==> config.mk <==
export PLATFORM = sky130hd
export DESIGN_NAME = crf_core_state
export DESIGN_NICKNAME = d
export VERILOG_FILES = /design/src/core/crf_pkg.sv /design/src/core/crf_core_state.sv /design/src/core/crf_word_reg.sv
export VERILOG_INCLUDE_DIRS = /design/src /design/src/core
export SDC_FILE = /design/constraint.sdc
export NUM_CORES = 1
export LEC_CHECK = 0
export ABC_AREA = 0
export BUFFER_PORTS_ARGS = -buffer_cell sky130_fd_sc_hd__clkbuf_2
export CAP_MARGIN = 40
export CORE_UTILIZATION = 57
export DETAILED_ROUTE_END_ITERATION = 12
export PLACE_DENSITY = 0.94
export SYNTH_ARGS = -nofsm -noshare
export SYNTH_HDL_FRONTEND = slang
export SYNTH_SLANG_ARGS = --single-unit
==> constraint.sdc <==
create_clock -name i_clk -period 5.4 [get_ports i_clk]
set_clock_uncertainty 0.15 [all_clocks]
set_input_delay 0.81 -clock i_clk [delete_from_list [all_inputs] [get_ports i_clk]]
set_output_delay 0.81 -clock i_clk [all_outputs]
set_load 0.02 [all_outputs]
==> src/core/crf_map.svh <==
// Purpose: Constants for the CPU register and flag state block.
// Assumes: Byte-wide flag register, sixteen byte / eight word general registers.
// Notes:   Bit positions and timing counts live here; types live in crf_pkg.
// Operation
// RULE_01: Word registers also accessible as two bytes
// RULE_02: Address from register uses full sixteen bits
// RULE_03: Top word register doubles as stack pointer
// RULE_04: Instruction pointer bit zero always reads zero
// RULE_05: Mask flag blocks all but non-maskable interrupt
// RULE_06: Mask flag set on reset and interrupt entry
// RULE_07: Flag bits six and four are user bits
// RULE_08: Byte arithmetic half-carry from bit three
// RULE_09: Word arithmetic half-carry from bit eleven
// RULE_10: Negative flag copies result sign bit
// RULE_11: Zero flag set when result is zero
// RULE_12: Overflow flag set on arithmetic overflow
// RULE_13: Carry flag: arithmetic carry, shift-out, bit accumulator
// RULE_14: Flag load, store, and, or, xor ops
// RULE_15: Branch conditions use negative, zero, overflow, carry
// RULE_16: Reset loads pointer from vector, sets mask only
// RULE_17: Software sets stack pointer first after reset
// RULE_18: Word access forces address bit zero low
// RULE_19: Flag stacked twice as word, low byte ignored
// RULE_20: Bit operations select bit zero to seven
// RULE_21: Decimal adjust treats each nibble as digit
// RULE_22: Only listed operations use word operands
// RULE_23: Flat address space of 64 kbytes
// RULE_24: Register add and subtract finish within 125 ns
// RULE_25: Untouched flags keep their previous value
`ifndef CRF_MAP_SVH
`define CRF_MAP_SVH

`define CRF_FLAG_MASK     7
`define CRF_FLAG_USER6    6
`define CRF_FLAG_HALF     5
`define CRF_FLAG_USER4    4
`define CRF_FLAG_NEG      3
`define CRF_FLAG_ZERO     2
`define CRF_FLAG_OVF      1
`define CRF_FLAG_CARRY    0
`define CRF_MASK_RESET    1'h1
`define CRF_STACK_IDX     3'h7
`define CRF_ADD_TIME_NS   125
`define CRF_CLK_PERIOD_NS 25
`define CRF_ADD_CYCLES    (`CRF_ADD_TIME_NS / `CRF_CLK_PERIOD_NS)

`endif

==> src/core/crf_pkg.sv <==
// Purpose: Types for the CPU register and flag state block.
// Assumes: Operation codes are issued by an external decoder.
// Notes:   Encodings are local to this block.
package crf_pkg;
  typedef enum logic [4:0] {
    CRF_OP_NONE   = 5'h00,
    CRF_OP_ADDB   = 5'h01,
    CRF_OP_ADDXB  = 5'h02,
    CRF_OP_SUBB   = 5'h03,
    CRF_OP_SUBXB  = 5'h04,
    CRF_OP_CMPB   = 5'h05,
    CRF_OP_NEGB   = 5'h06,
    CRF_OP_ADDW   = 5'h07,
    CRF_OP_SUBW   = 5'h08,
    CRF_OP_CMPW   = 5'h09,
    CRF_OP_ANDB   = 5'h0A,
    CRF_OP_ORB    = 5'h0B,
    CRF_OP_XORB   = 5'h0C,
    CRF_OP_SHLB   = 5'h0D,
    CRF_OP_SHRB   = 5'h0E,
    CRF_OP_MOVB   = 5'h0F,
    CRF_OP_MOVW   = 5'h10,
    CRF_OP_FLDC   = 5'h11,
    CRF_OP_FAND   = 5'h12,
    CRF_OP_FOR    = 5'h13,
    CRF_OP_FXOR   = 5'h14,
    CRF_OP_BLD    = 5'h15,
    CRF_OP_DAA    = 5'h16,
    CRF_OP_DAS    = 5'h17,
    CRF_OP_ADD_SMALL_CONSTANT_OP   = 5'h18,
    CRF_OP_SUB_SMALL_CONSTANT_OP   = 5'h19,
    CRF_OP_FPOP   = 5'h1A
  } crf_op_t;

  typedef enum logic [3:0] {
    CRF_CC_ALWAYS = 4'h0,
    CRF_CC_NEVER  = 4'h1,
    CRF_CC_CS     = 4'h2,
    CRF_CC_CC     = 4'h3,
    CRF_CC_EQ     = 4'h4,
    CRF_CC_NE     = 4'h5,
    CRF_CC_MI     = 4'h6,
    CRF_CC_PL     = 4'h7,
    CRF_CC_VS     = 4'h8,
    CRF_CC_VC     = 4'h9,
    CRF_CC_GE     = 4'hA,
    CRF_CC_LT     = 4'hB,
    CRF_CC_GT     = 4'hC,
    CRF_CC_LE     = 4'hD,
    CRF_CC_HI     = 4'hE,
    CRF_CC_LS     = 4'hF
  } crf_cc_t;

  typedef enum logic [1:0] {
    CRF_ST_RESET = 2'h0,
    CRF_ST_RUN   = 2'h1,
    CRF_ST_ADD   = 2'h2
  } crf_state_t;
endpackage : crf_pkg

==> src/core/crf_core_state.sv <==
// Purpose: Architectural registers, flag register and flag update logic.
// Assumes: An external decoder drives operation, operands and results.
// Notes:   Arithmetic here only derives flags and decimal corrections.
`timescale 1ns/100ps
`default_nettype none
`include "crf_map.svh"
module crf_core_state (
  input  wire logic                 i_clk,
  input  wire logic                 i_rst,
  // General register access
  input  wire logic [3:0]           i_rd_sel,
  input  wire logic                 i_rd_word,
  output logic      [15:0]          o_rd_data,
  input  wire logic [2:0]           i_addr_sel,
  output logic      [15:0]          o_addr,
  input  wire logic                 i_wr_en,
  input  wire logic [3:0]           i_wr_sel,
  input  wire logic                 i_wr_word,
  input  wire logic [15:0]          i_wr_data,
  output logic      [15:0]          o_stack_top,
  input  wire logic                 i_word_access,
  input  wire logic [15:0]          i_mem_addr,
  output logic      [15:0]          o_mem_addr,
  // Instruction pointer
  input  wire logic [15:0]          i_vector,
  input  wire logic                 i_ip_load,
  input  wire logic [15:0]          i_ip_value,
  input  wire logic                 i_ip_step,
  output logic      [15:0]          o_ip,
  // Flag update
  input  wire logic                 i_op_valid,
  input  wire crf_pkg::crf_op_t     i_op,
  input  wire logic [15:0]          i_opa,
  input  wire logic [15:0]          i_opb,
  input  wire logic                 i_shift_out,
  input  wire logic [2:0]           i_bit_sel,
  output logic      [7:0]           o_dec_result,
  output logic      [7:0]           o_flags,
  output logic      [15:0]          o_flag_push,
  output logic                      o_op_done,
  // Interrupts and branches
  input  wire logic                 i_irq,
  input  wire logic                 i_nmi,
  input  wire logic                 i_int_enter,
  output logic                      o_int_take,
  input  wire crf_pkg::crf_cc_t     i_cc,
  output logic                      o_cc_true
);
  logic [15:0]           regs   [8];
  logic [7:0]            flags_r;
  logic                  mask_r;
  logic [6:0]            low_flags_r;
  logic [7:0]            flags_nxt;
  logic [15:0]           ip_r;
  logic [7:0]            dec_r;
  logic [7:0]            dec_nxt;
  logic [1:0]            busy_r;
  crf_pkg::crf_state_t   state_r;
  logic                  done_r;

  // Byte select: bit 3 picks low byte, bits 2:0 pick the word
  for (genvar g = 0; g < 8; g++) begin : g_regs
    logic we_hi;
    logic we_lo;
    assign we_hi = i_wr_en && (i_wr_sel[2:0] == 3'(g)) && (i_wr_word || !i_wr_sel[3]);
    assign we_lo = i_wr_en && (i_wr_sel[2:0] == 3'(g)) && (i_wr_word || i_wr_sel[3]);
    crf_word_reg u_reg (
      .i_clk   (i_clk),
      .i_we_hi (we_hi),
      .i_we_lo (we_lo),
      .i_wdata (i_wr_word ? i_wr_data : {i_wr_data[7:0], i_wr_data[7:0]}),
      .o_q     (regs[g])
    );
  end

  always_comb begin
    if (i_rd_word) begin
      o_rd_data = regs[i_rd_sel[2:0]]; // RULE_01
    end else if (i_rd_sel[3]) begin
      o_rd_data = {8'h00, regs[i_rd_sel[2:0]][7:0]};
    end else begin
      o_rd_data = {8'h00, regs[i_rd_sel[2:0]][15:8]};
    end
  end

  assign o_addr      = regs[i_addr_sel]; // RULE_02 RULE_23
  assign o_stack_top = regs[`CRF_STACK_IDX]; // RULE_03
  // Odd word addresses silently drop to the even one below
  assign o_mem_addr  = i_word_access ? {i_mem_addr[15:1], 1'b0} : i_mem_addr; // RULE_18

  // Instruction pointer: bit 0 is never stored as one
  always_ff @(posedge i_clk) begin
    if (i_rst) begin
      ip_r <= 16'h0000;
    end else if (state_r == crf_pkg::CRF_ST_RESET) begin
      ip_r <= {i_vector[15:1], 1'b0}; // RULE_16 RULE_04
    end else if (i_ip_load) begin
      ip_r <= {i_ip_value[15:1], 1'b0}; // RULE_04 RULE_18
    end else if (i_ip_step) begin
      ip_r <= ip_r + 16'h0002; // RULE_04
    end
  end
  assign o_ip = ip_r;

  always_ff @(posedge i_clk) begin
    if (i_rst) begin
      state_r <= crf_pkg::CRF_ST_RESET;
    end else begin
      state_r <= crf_pkg::CRF_ST_RUN;
    end
  end

  // Flag derivation
  logic [8:0]  sum8;
  logic [4:0]  sum4;
  logic [16:0] sum16;
  logic [12:0] sum12;
  logic        cin;
  logic [7:0]  res8;
  logic [15:0] res16;
  logic [7:0]  corr;
  logic        c_out;
  logic        h_out;
  logic        v_out;
  logic        is_sub;

  always_comb begin
    corr   = 8'h00;
    c_out  = 1'b0;
    unique case (i_op)
      crf_pkg::CRF_OP_ADDXB, crf_pkg::CRF_OP_SUBXB: cin = flags_r[`CRF_FLAG_CARRY];
      default:                                      cin = 1'b0;
    endcase
    unique case (i_op)
      crf_pkg::CRF_OP_SUBB, crf_pkg::CRF_OP_SUBXB, crf_pkg::CRF_OP_CMPB,
      crf_pkg::CRF_OP_NEGB, crf_pkg::CRF_OP_SUBW, crf_pkg::CRF_OP_CMPW: is_sub = 1'b1;
      default:                                                          is_sub = 1'b0;
    endcase
    if (i_op == crf_pkg::CRF_OP_NEGB) begin
      sum8 = {1'b0, 8'h00} - {1'b0, i_opa[7:0]};
      sum4 = {1'b0, 4'h0} - {1'b0, i_opa[3:0]};
    end else if (is_sub) begin
      sum8 = {1'b0, i_opa[7:0]} - {1'b0, i_opb[7:0]} - {8'h00, cin};
      sum4 = {1'b0, i_opa[3:0]} - {1'b0, i_opb[3:0]} - {4'h0, cin};
    end else begin
      sum8 = {1'b0, i_opa[7:0]} + {1'b0, i_opb[7:0]} + {8'h00, cin};
      sum4 = {1'b0, i_opa[3:0]} + {1'b0, i_opb[3:0]} + {4'h0, cin};
    end
    if (is_sub) begin
      sum16 = {1'b0, i_opa} - {1'b0, i_opb};
      sum12 = {1'b0, i_opa[11:0]} - {1'b0, i_opb[11:0]};
    end else begin
      sum16 = {1'b0, i_opa} + {1'b0, i_opb};
      sum12 = {1'b0, i_opa[11:0]} + {1'b0, i_opb[11:0]};
    end
    res8  = sum8[7:0];
    res16 = sum16[15:0];
    // Decimal adjust: correct each nibble as a packed decimal digit
    if (i_op == crf_pkg::CRF_OP_DAA) begin
      if (flags_r[`CRF_FLAG_HALF] || (i_opa[3:0] > 4'h9)) begin
        corr[3:0] = 4'h6; // RULE_21
      end
      if (flags_r[`CRF_FLAG_CARRY] || (i_opa[7:0] > 8'h99)) begin
        corr[7:4] = 4'h6; // RULE_21
        c_out     = 1'b1;
      end
    end else if (i_op == crf_pkg::CRF_OP_DAS) begin
      if (flags_r[`CRF_FLAG_HALF]) begin
        // A low-digit borrow alone still borrows through the upper digit
        corr      = 8'hFA; // RULE_21
      end
      if (flags_r[`CRF_FLAG_CARRY]) begin
        corr[7:4] = flags_r[`CRF_FLAG_HALF] ? 4'h9 : 4'hA; // RULE_21
        c_out     = 1'b1;
      end
    end
  end

  assign h_out = sum4[4];
  assign v_out = is_sub ? ((i_opa[7] ^ i_opb[7]) & (i_opa[7] ^ res8[7]))
                        : (~(i_opa[7] ^ i_opb[7]) & (i_opa[7] ^ res8[7]));

  always_comb begin
    logic [7:0] lres;
    logic       wv;
    lres      = 8'h00;
    wv        = 1'b0;
    flags_nxt = flags_r; // RULE_25
    dec_nxt   = dec_r;
    unique case (i_op)
      crf_pkg::CRF_OP_ADDB, crf_pkg::CRF_OP_ADDXB, crf_pkg::CRF_OP_SUBB,
      crf_pkg::CRF_OP_SUBXB, crf_pkg::CRF_OP_CMPB: begin
        flags_nxt[`CRF_FLAG_HALF]  = h_out; // RULE_08
        flags_nxt[`CRF_FLAG_NEG]   = res8[7]; // RULE_10
        flags_nxt[`CRF_FLAG_ZERO]  = (res8 == 8'h00); // RULE_11
        flags_nxt[`CRF_FLAG_OVF]   = v_out; // RULE_12
        flags_nxt[`CRF_FLAG_CARRY] = sum8[8]; // RULE_13
      end
      crf_pkg::CRF_OP_NEGB: begin
        flags_nxt[`CRF_FLAG_HALF]  = h_out; // RULE_08
        flags_nxt[`CRF_FLAG_NEG]   = res8[7]; // RULE_10
        flags_nxt[`CRF_FLAG_ZERO]  = (res8 == 8'h00); // RULE_11
        flags_nxt[`CRF_FLAG_OVF]   = (i_opa[7:0] == 8'h80); // RULE_12
        flags_nxt[`CRF_FLAG_CARRY] = sum8[8]; // RULE_13
      end
      crf_pkg::CRF_OP_ADDW, crf_pkg::CRF_OP_SUBW, crf_pkg::CRF_OP_CMPW: begin
        wv = (i_op == crf_pkg::CRF_OP_ADDW)
             ? (~(i_opa[15] ^ i_opb[15]) & (i_opa[15] ^ res16[15]))
             : ((i_opa[15] ^ i_opb[15]) & (i_opa[15] ^ res16[15]));
        flags_nxt[`CRF_FLAG_HALF]  = sum12[12]; // RULE_09
        flags_nxt[`CRF_FLAG_NEG]   = res16[15]; // RULE_10
        flags_nxt[`CRF_FLAG_ZERO]  = (res16 == 16'h0000); // RULE_11
        flags_nxt[`CRF_FLAG_OVF]   = wv; // RULE_12
        flags_nxt[`CRF_FLAG_CARRY] = sum16[16]; // RULE_13
      end
      crf_pkg::CRF_OP_ANDB, crf_pkg::CRF_OP_ORB, crf_pkg::CRF_OP_XORB,
      crf_pkg::CRF_OP_MOVB: begin
        unique case (i_op)
          crf_pkg::CRF_OP_ANDB: lres = i_opa[7:0] & i_opb[7:0];
          crf_pkg::CRF_OP_ORB:  lres = i_opa[7:0] | i_opb[7:0];
          crf_pkg::CRF_OP_XORB: lres = i_opa[7:0] ^ i_opb[7:0];
          default:              lres = i_opa[7:0];
        endcase
        flags_nxt[`CRF_FLAG_NEG]  = lres[7]; // RULE_10
        flags_nxt[`CRF_FLAG_ZERO] = (lres == 8'h00); // RULE_11
        flags_nxt[`CRF_FLAG_OVF]  = 1'b0;
      end
      crf_pkg::CRF_OP_MOVW: begin
        flags_nxt[`CRF_FLAG_NEG]  = i_opa[15]; // RULE_10 RULE_22
        flags_nxt[`CRF_FLAG_ZERO] = (i_opa == 16'h0000); // RULE_11
        flags_nxt[`CRF_FLAG_OVF]  = 1'b0;
      end
      crf_pkg::CRF_OP_SHLB, crf_pkg::CRF_OP_SHRB: begin
        lres = (i_op == crf_pkg::CRF_OP_SHLB) ? {i_opa[6:0], 1'b0} : {1'b0, i_opa[7:1]};
        flags_nxt[`CRF_FLAG_NEG]   = lres[7]; // RULE_10
        flags_nxt[`CRF_FLAG_ZERO]  = (lres == 8'h00); // RULE_11
        flags_nxt[`CRF_FLAG_OVF]   = 1'b0;
        flags_nxt[`CRF_FLAG_CARRY] = i_shift_out; // RULE_13
      end
      crf_pkg::CRF_OP_BLD: begin
        flags_nxt[`CRF_FLAG_CARRY] = i_opa[i_bit_sel]; // RULE_13 RULE_20
      end
      crf_pkg::CRF_OP_FLDC:  flags_nxt = i_opa[7:0]; // RULE_14 RULE_07
      crf_pkg::CRF_OP_FPOP:  flags_nxt = i_opa[15:8]; // RULE_19
      crf_pkg::CRF_OP_FAND:  flags_nxt = flags_r & i_opa[7:0]; // RULE_14 RULE_07
      crf_pkg::CRF_OP_FOR:   flags_nxt = flags_r | i_opa[7:0]; // RULE_14 RULE_07
      crf_pkg::CRF_OP_FXOR:  flags_nxt = flags_r ^ i_opa[7:0]; // RULE_14 RULE_07
      crf_pkg::CRF_OP_DAA, crf_pkg::CRF_OP_DAS: begin
        lres = i_opa[7:0] + corr;
        dec_nxt = lres; // RULE_21
        flags_nxt[`CRF_FLAG_NEG]   = lres[7]; // RULE_10
        flags_nxt[`CRF_FLAG_ZERO]  = (lres == 8'h00); // RULE_11
        flags_nxt[`CRF_FLAG_CARRY] = c_out; // RULE_13
      end
      default: flags_nxt = flags_r; // RULE_25
    endcase
    if (i_int_enter) begin
      flags_nxt[`CRF_FLAG_MASK] = 1'b1; // RULE_06
    end
  end

  // Only the mask bit has a reset value; other flags stay as they were
  always_ff @(posedge i_clk) begin
    if (i_rst) begin
      mask_r <= `CRF_MASK_RESET; // RULE_06 RULE_16
    end else if (i_op_valid || i_int_enter) begin
      mask_r <= flags_nxt[`CRF_FLAG_MASK];
    end
  end

  always_ff @(posedge i_clk) begin
    if (i_op_valid) begin
      low_flags_r <= flags_nxt[6:0]; // RULE_25
    end
  end
  assign flags_r = {mask_r, low_flags_r};

  always_ff @(posedge i_clk) begin
    if (i_op_valid) begin
      dec_r <= dec_nxt;
    end
  end

  // Add and subtract completion: three cycles at this clock stays within the budget
  always_ff @(posedge i_clk) begin
    if (i_rst) begin
      busy_r <= 2'h0;
      done_r <= 1'b0;
    end else if (i_op_valid && busy_r == 2'h0) begin
      busy_r <= 2'(`CRF_ADD_CYCLES - 2);
      done_r <= 1'b0;
    end else if (busy_r != 2'h0) begin
      busy_r <= busy_r - 2'h1;
      done_r <= (busy_r == 2'h1); // RULE_24
    end else begin
      done_r <= 1'b0;
    end
  end

  assign o_op_done    = done_r;
  assign o_flags      = flags_r;
  assign o_dec_result = dec_r;
  assign o_flag_push  = {flags_r, flags_r}; // RULE_19
  assign o_int_take   = i_nmi || (i_irq && !flags_r[`CRF_FLAG_MASK]); // RULE_05

  // Branch conditions see only negative, zero, overflow and carry
  always_comb begin
    logic n;
    logic z;
    logic v;
    logic c;
    n = flags_r[`CRF_FLAG_NEG];
    z = flags_r[`CRF_FLAG_ZERO];
    v = flags_r[`CRF_FLAG_OVF];
    c = flags_r[`CRF_FLAG_CARRY];
    unique case (i_cc)
      crf_pkg::CRF_CC_ALWAYS: o_cc_true = 1'b1;
      crf_pkg::CRF_CC_NEVER:  o_cc_true = 1'b0;
      crf_pkg::CRF_CC_CS:     o_cc_true = c; // RULE_15
      crf_pkg::CRF_CC_CC:     o_cc_true = !c;
      crf_pkg::CRF_CC_EQ:     o_cc_true = z;
      crf_pkg::CRF_CC_NE:     o_cc_true = !z;
      crf_pkg::CRF_CC_MI:     o_cc_true = n;
      crf_pkg::CRF_CC_PL:     o_cc_true = !n;
      crf_pkg::CRF_CC_VS:     o_cc_true = v;
      crf_pkg::CRF_CC_VC:     o_cc_true = !v;
      crf_pkg::CRF_CC_GE:     o_cc_true = !(n ^ v);
      crf_pkg::CRF_CC_LT:     o_cc_true = n ^ v;
      crf_pkg::CRF_CC_GT:     o_cc_true = !(z | (n ^ v));
      crf_pkg::CRF_CC_LE:     o_cc_true = z | (n ^ v);
      crf_pkg::CRF_CC_HI:     o_cc_true = !(c | z);
      crf_pkg::CRF_CC_LS:     o_cc_true = c | z;
    endcase
  end

  // Low flags have no reset value, so the keep check waits until software loads them
  logic flags_loaded_r;
  always_ff @(posedge i_clk) begin
    flags_loaded_r <= !i_rst && (flags_loaded_r || (i_op_valid &&
                      (i_op == crf_pkg::CRF_OP_FLDC || i_op == crf_pkg::CRF_OP_FPOP)));
  end

  a_mask_reset: assert property (@(posedge i_clk) i_rst |=> flags_r[7]) // RULE_06
    else $error("mask flag not set after reset");
  a_irq_block: assert property (@(posedge i_clk) disable iff (i_rst) // RULE_05
    (flags_r[7] && !i_nmi) |-> !o_int_take)
    else $error("maskable interrupt passed while masked");
  a_ip_even: assert property (@(posedge i_clk) disable iff (i_rst) !ip_r[0]) // RULE_04
    else $error("instruction pointer odd");
  a_word_addr: assert property (@(posedge i_clk) i_word_access |-> !o_mem_addr[0]) // RULE_18
    else $error("word access address odd");
  a_zero_flag: assert property (@(posedge i_clk) disable iff (i_rst) // RULE_11
    (i_op_valid && i_op == crf_pkg::CRF_OP_ADDB && !i_int_enter)
    |=> flags_r[2] == ($past(sum8[7:0]) == 8'h00))
    else $error("zero flag wrong after byte add");
  a_half_word: assert property (@(posedge i_clk) disable iff (i_rst) // RULE_09
    (i_op_valid && i_op == crf_pkg::CRF_OP_ADDW) |=> flags_r[5] == $past(sum12[12]))
    else $error("half carry wrong after word add");
  a_flag_keep: assert property (@(posedge i_clk) disable iff (i_rst) // RULE_25
    (!i_op_valid && flags_loaded_r) |=> flags_r[6:0] == $past(flags_r[6:0]))
    else $error("flags changed without operation");
  a_push_copy: assert property (@(posedge i_clk) // RULE_19
    o_flag_push[15:8] == o_flag_push[7:0] && o_flag_push[7:0] == o_flags)
    else $error("stacked flag word not two copies");
  a_int_mask: assert property (@(posedge i_clk) disable iff (i_rst) i_int_enter |=> flags_r[7]) // RULE_06
    else $error("mask not set on interrupt entry");
  a_add_done: assert property (@(posedge i_clk) disable iff (i_rst) // RULE_24
    (i_op_valid && busy_r == 2'h0) |-> ##[1:4] done_r)
    else $error("add not complete in time");
  c_irq_taken: cover property (@(posedge i_clk) i_irq && o_int_take);
  c_nmi_masked: cover property (@(posedge i_clk) i_nmi && flags_r[7]);
  c_daa: cover property (@(posedge i_clk) i_op_valid && i_op == crf_pkg::CRF_OP_DAA);
  c_branch: cover property (@(posedge i_clk) i_cc == crf_pkg::CRF_CC_GT && o_cc_true);
endmodule : crf_core_state
`default_nettype wire

==> src/core/crf_word_reg.sv <==
// Purpose: One word general register with independent byte write lanes.
// Assumes: Byte enables select high and low halves.
// Notes:   No reset: contents are left undefined after reset.
`timescale 1ns/100ps
`default_nettype none
module crf_word_reg (
  input  wire logic        i_clk,
  input  wire logic        i_we_hi,
  input  wire logic        i_we_lo,
  input  wire logic [15:0] i_wdata,
  output logic      [15:0] o_q
);
  logic [7:0] hi_r;
  logic [7:0] lo_r;

  always_ff @(posedge i_clk) begin
    if (i_we_hi) begin
      hi_r <= i_wdata[15:8]; // RULE_01
    end
  end

  always_ff @(posedge i_clk) begin
    if (i_we_lo) begin
      lo_r <= i_wdata[7:0]; // RULE_01
    end
  end

  assign o_q = {hi_r, lo_r};
endmodule : crf_word_reg
`default_nettype wire

==> insert_results.sql <==
INSERT INTO impl_metrics (metric_group, metric, value, unit) VALUES
('cells_and_area', 'postLayoutCellArea', '14000', 'um^2'),
('power_and_ir_drop', 'power.leakage', '5.57', 'nW'),
('sta', 'maxSlewHeadroom', '33.7', '%'),
('setup_path', 'critical_r2r_launch', 'low_flags_r[0]', ''),
('sta', 'worst_pin_slew', '0.991', 'ns'),
('power_and_ir_drop', 'power.share.clock', '33.2', '%'),
('logic_synthesis', 'netlist_area', '12200', 'um^2'),
('power_and_ir_drop', 'switching_power', '1.21', 'mW'),
('power_and_ir_drop', 'power_density', '265', 'nW/um^2'),
('setup_path', 'cpPeakStageDelay', '0.47', 'ns'),
('floorplan', 'dieArea', '22000', 'um^2'),
('sta', 'final_min_period_over_clock_period', '85.3', '%'),
('logic_synthesis', 'syn_nets', '1348', ''),
('global_route', 'maximum_number_of_pins_on_one_net_before_global_route_repair', '33', ''),
('cells_and_area', 'num-nets-final', '1514', ''),
('power_and_ir_drop', 'vdd.ir_drop.worst', '178', 'uV'),
('power_and_ir_drop', 'power.sequential.fraction', '40.0', '%'),
('sta', 'worst_slack', '0.793', 'ns'),
('setup_path', 'critical_path_peak_fanout', '19', ''),
('cts', 'clock_buffer_count_from_cts', '17', ''),
('logic_synthesis', 'syn-instance-count', '1133', ''),
('floorplan', 'initial_core_utilization', '58.1', '%'),
('setup_path', 'path_cells', 'clkbuf_2, inv_2, nand2_1, nand2_1, nand4_1, inv_1, fa_1, inv_1, ha_1, nor2_1, fa_1, nand2b_1, a2111oi_0, or3_1, xnor2_1, nor4_1, a31oi_1, o31a_1, a21oi_1', ''),
('cells_and_area', 'post_layout_nonfiller_instances', '1587', ''),
('cells_and_area', 'post_route_cells_drive_above_1_share', '28.6', '%'),
('global_route', 'grt_pass1_vias', '10300', ''),
('sta', 'timing.final.hold_violations', '0', ''),
('sta', 'post_route_setup_tns', '0', 'ns'),
('logic_synthesis', 'sequential_cell_area_fraction_in_the_yosys_report', '38.4', '%'),
('cts', 'worstSkewPairLatency', '0.44', 'ns'),
('floorplan', 'chipHeight', '148', 'um'),
('logic_synthesis', 'postSynth.topFlopCell', 'sky130_fd_sc_hd__edfxtp_1', ''),
('setup_path', 'critical_path.reg2reg.endpoint', 'low_flags_r[2]', ''),
('sta', 'final-setup-viol-count', '0', ''),
('power_and_ir_drop', 'power.share.switching', '32.8', '%'),
('routing', 'detail_route.wl_per_cell', '24.2', 'um'),
('placed_design', 'post_dp_cell_area', '13300', 'um^2'),
('setup_path', 'worst-path-stages', '19', ''),
('routing', 'first_pass_iters', '8', ''),
('setup_path', 'critical_path.endpoint', 'low_flags_r[2]', ''),
('floorplan', 'top_level_ports', '247', ''),
('routing', 'detailedRoute.firstIterationViolations', '1115', ''),
('worst_hold_path', 'classification_of_the_worst_slack_hold_path', 'reg -> reg', ''),
('logic_synthesis', 'count_of_flip_flops_with_a_built_in_enable_after_synthesis', '143', ''),
('placed_design', 'io_buffers', '213', ''),
('routing', 'postRouteAntennaNets', '0', ''),
('logic_synthesis', 'synth.lib_cells_used.distinct', '75', ''),
('setup_path', 'critical_path_class', 'in -> reg', ''),
('power_and_ir_drop', 'p_comb_share', '26.8', '%'),
('global_route', 'grt_util_all_layers', '35.4', '%'),
('sta', 'rsz0062_at_grt', 'false', ''),
('global_route', 'antenna_found_initial', '0', ''),
('floorplan', 'placeableCoreArea', '21000', 'um^2'),
('setup_path', 'critical_path.startpoint_type', 'input port', ''),
('cts', 'cts_root_buffer', 'sky130_fd_sc_hd__clkbuf_16', ''),
('cts', 'cts.repair_timing.setup_buffer_count', '0', ''),
('placed_design', 'dpl.cell_count', '1553', ''),
('global_route', 'grt_first_pass_wirelength', '58200', 'um'),
('floorplan', 'fp-row-count', '53', ''),
('logic_synthesis', 'synth-async-reset-ratio', '0', '%'),
('logic_synthesis', 'syn-mean-instance-area', '10.8', 'um^2'),
('cts', 'worst_setup_hold_path_clk_slew', '0.07', 'ns'),
('cells_and_area', 'num_antenna_cells', '0', ''),
('power_and_ir_drop', 'internal_power', '2.48', 'mW'),
('floorplan', 'fp.dieW', '148', 'um'),
('sta', 'fmaxAchievable', '217', 'MHz'),
('run_status', 'outcome', 'complete, no violations', ''),
('setup_path', 'crit_arrival', '4.71', 'ns'),
('routing', 'finalWirelength', '38300', 'um'),
('sta', 'final_period_minus_worst_setup_slack', '4.61', 'ns'),
('setup_path', 'cp_data_required_time', '5.51', 'ns');
==> state kept, by name (all words and copies together), names as in the netlist <==
signal	flops
state_r	1
o_dec_result	8
g_regs.u_reg.hi_r	64
o_op_done	1
mask_r	1
o_ip	15
low_flags_r	7
busy_r	2
g_regs.u_reg.lo_r	64
==> worst min-delay path by stage <==
stage	startpoint	endpoint	slack [ns]	cells after the start
after floorplan	busy_r[0]	busy_r[0]	0.30	2
after global placement	busy_r[0]	busy_r[0]	0.31	2
after detailed placement	busy_r[0]	busy_r[0]	0.32	2
after CTS	busy_r[0]	busy_r[0]	0.33	2
after global routing	busy_r[0]	busy_r[0]	0.36	2
final	busy_r[0]	busy_r[0]	0.32	2
==> cell families (layout without fill, tap and decap cells) <==
family / Yosys count / count (layout) / synth area share [%]
compound gates: 247 / 247 / 13.3
xor+xnor: 58 / 58 / 4.16
fa+ha+maj: 83 / 83 / 8.87
buf+inv: 140 / 319 / 5.58
flops: 163 / 163 / 38.4
mux: 123 / 123 / 17.1
other cells: 1 / 1 / 0.0307
simple gates: 318 / 318 / 12.6
==> final cells by class <==
cell class              count  area, um^2
clock inverters            15         186
well taps                 275         344
clock buffers              17         425
inverters                  49         184
flip-flops and latches    163        4690
fillers                  1488        7060
multi-input cells         830        6850
repair buffers            238        1280
==> cell usage after synthesis (3+ instances only) <==
| master | number | area (um^2) |
|---|---|---|
| sky130_fd_sc_hd__nand3_1 | 27 | 135 |
| sky130_fd_sc_hd__nor2b_1 | 24 | 150 |
| sky130_fd_sc_hd__nand2b_1 | 15 | 93.8 |
| sky130_fd_sc_hd__mux2_2 | 28 | 315 |
| sky130_fd_sc_hd__nand4_1 | 11 | 68.8 |
| sky130_fd_sc_hd__o21bai_1 | 4 | 30.0 |
| sky130_fd_sc_hd__a21oi_1 | 73 | 365 |
| sky130_fd_sc_hd__inv_1 | 46 | 173 |
| sky130_fd_sc_hd__buf_2 | 13 | 65.1 |
| sky130_fd_sc_hd__o21a_1 | 6 | 45.0 |
| sky130_fd_sc_hd__or3_1 | 6 | 37.5 |
| sky130_fd_sc_hd__o21ai_0 | 48 | 240 |
| sky130_fd_sc_hd__a22oi_1 | 9 | 67.6 |
| sky130_fd_sc_hd__a211oi_1 | 28 | 210 |
| sky130_fd_sc_hd__clkbuf_1 | 39 | 146 |
| sky130_fd_sc_hd__o22ai_1 | 3 | 18.8 |
| sky130_fd_sc_hd__xor2_1 | 17 | 149 |
| sky130_fd_sc_hd__o31a_1 | 3 | 26.3 |
| sky130_fd_sc_hd__edfxtp_1 | 143 | 4290 |
| sky130_fd_sc_hd__nand3b_1 | 3 | 22.5 |
| sky130_fd_sc_hd__or2_2 | 3 | 18.8 |
| sky130_fd_sc_hd__nor3b_1 | 5 | 37.5 |
| sky130_fd_sc_hd__mux4_2 | 66 | 1490 |
| sky130_fd_sc_hd__and2_1 | 3 | 18.8 |
| sky130_fd_sc_hd__buf_1 | 3 | 11.3 |
| sky130_fd_sc_hd__o221ai_1 | 3 | 26.3 |
| sky130_fd_sc_hd__buf_4 | 33 | 248 |
| sky130_fd_sc_hd__mux2i_1 | 29 | 290 |
| sky130_fd_sc_hd__nor3_1 | 26 | 130 |
| sky130_fd_sc_hd__ha_1 | 77 | 963 |
| sky130_fd_sc_hd__a2111oi_0 | 5 | 43.8 |
| sky130_fd_sc_hd__nand2_1 | 62 | 233 |
| sky130_fd_sc_hd__and3_1 | 4 | 25.0 |
| sky130_fd_sc_hd__nor2_1 | 108 | 405 |
| sky130_fd_sc_hd__o211ai_1 | 6 | 45.0 |
| sky130_fd_sc_hd__a31oi_1 | 14 | 87.6 |
| sky130_fd_sc_hd__o31ai_1 | 5 | 37.5 |
| sky130_fd_sc_hd__a21o_1 | 13 | 97.6 |
| sky130_fd_sc_hd__a221oi_1 | 3 | 26.3 |
| sky130_fd_sc_hd__dfxtp_1 | 20 | 400 |
| sky130_fd_sc_hd__fa_1 | 6 | 120 |
| sky130_fd_sc_hd__xnor2_1 | 41 | 359 |
| sky130_fd_sc_hd__and4_1 | 4 | 35.0 |
| sky130_fd_sc_hd__nor4_1 | 9 | 56.3 |
==> cell usage in the layout, fill, tap and decap left out, drive strengths merged, types with 27 or more instances in the layout <==
| master | instances |
|---|---|
| ha | 77 |
| edfxtp | 143 |
| clkbuf | 230 |
| o21ai | 50 |
| mux2i | 29 |
| nand2 | 63 |
| inv | 55 |
| mux2 | 28 |
| nand3 | 27 |
| a21oi | 73 |
| a211oi | 28 |
| xnor2 | 41 |
| nor3 | 27 |
| mux4 | 66 |
| nor2 | 108 |
==> worst min-delay path, cell delays in order, from the launching register on <==
cell                      delay, ns
sky130_fd_sc_hd__dfxtp_1       0.33
sky130_fd_sc_hd__nand2_1       0.06
sky130_fd_sc_hd__a21oi_1       0.05
==> through the flow <==
step,util [%],hold slack [ns],total power [mW]
3_5_place_dp,63.3,0.319,2.45
4_1_cts,66.2,0.328,3.67
3_3_place_gp,63.2,0.309,2.41
2_1_floorplan,-,0.299,2.17
6_report,66.4,0.325,3.69
5_1_grt,66.4,0.360,3.82
==> per-layer routing <==
metal  global-route usage [%]  routed length, um  up-vias
met5                        0                  0        -
met4                     18.2               2260        0
met3                     9.14               4270      186
met2                     59.3              18700      847
met1                     42.0              13100     5043
li1                         -                  -     4594
==> power by group through the flow <==
stage | Sequential (mW) | Combinational [mW] | Clock [mW]
floorplan | 1.50 | 0.662 | 0
global placement | 1.49 | 0.919 | 0
detailed placement | 1.50 | 0.953 | 0
CTS | 1.47 | 0.966 | 1.23
global route | 1.48 | 1.06 | 1.28
finish | 1.48 | 0.990 | 1.23
(Power assumes the default switching activity.)
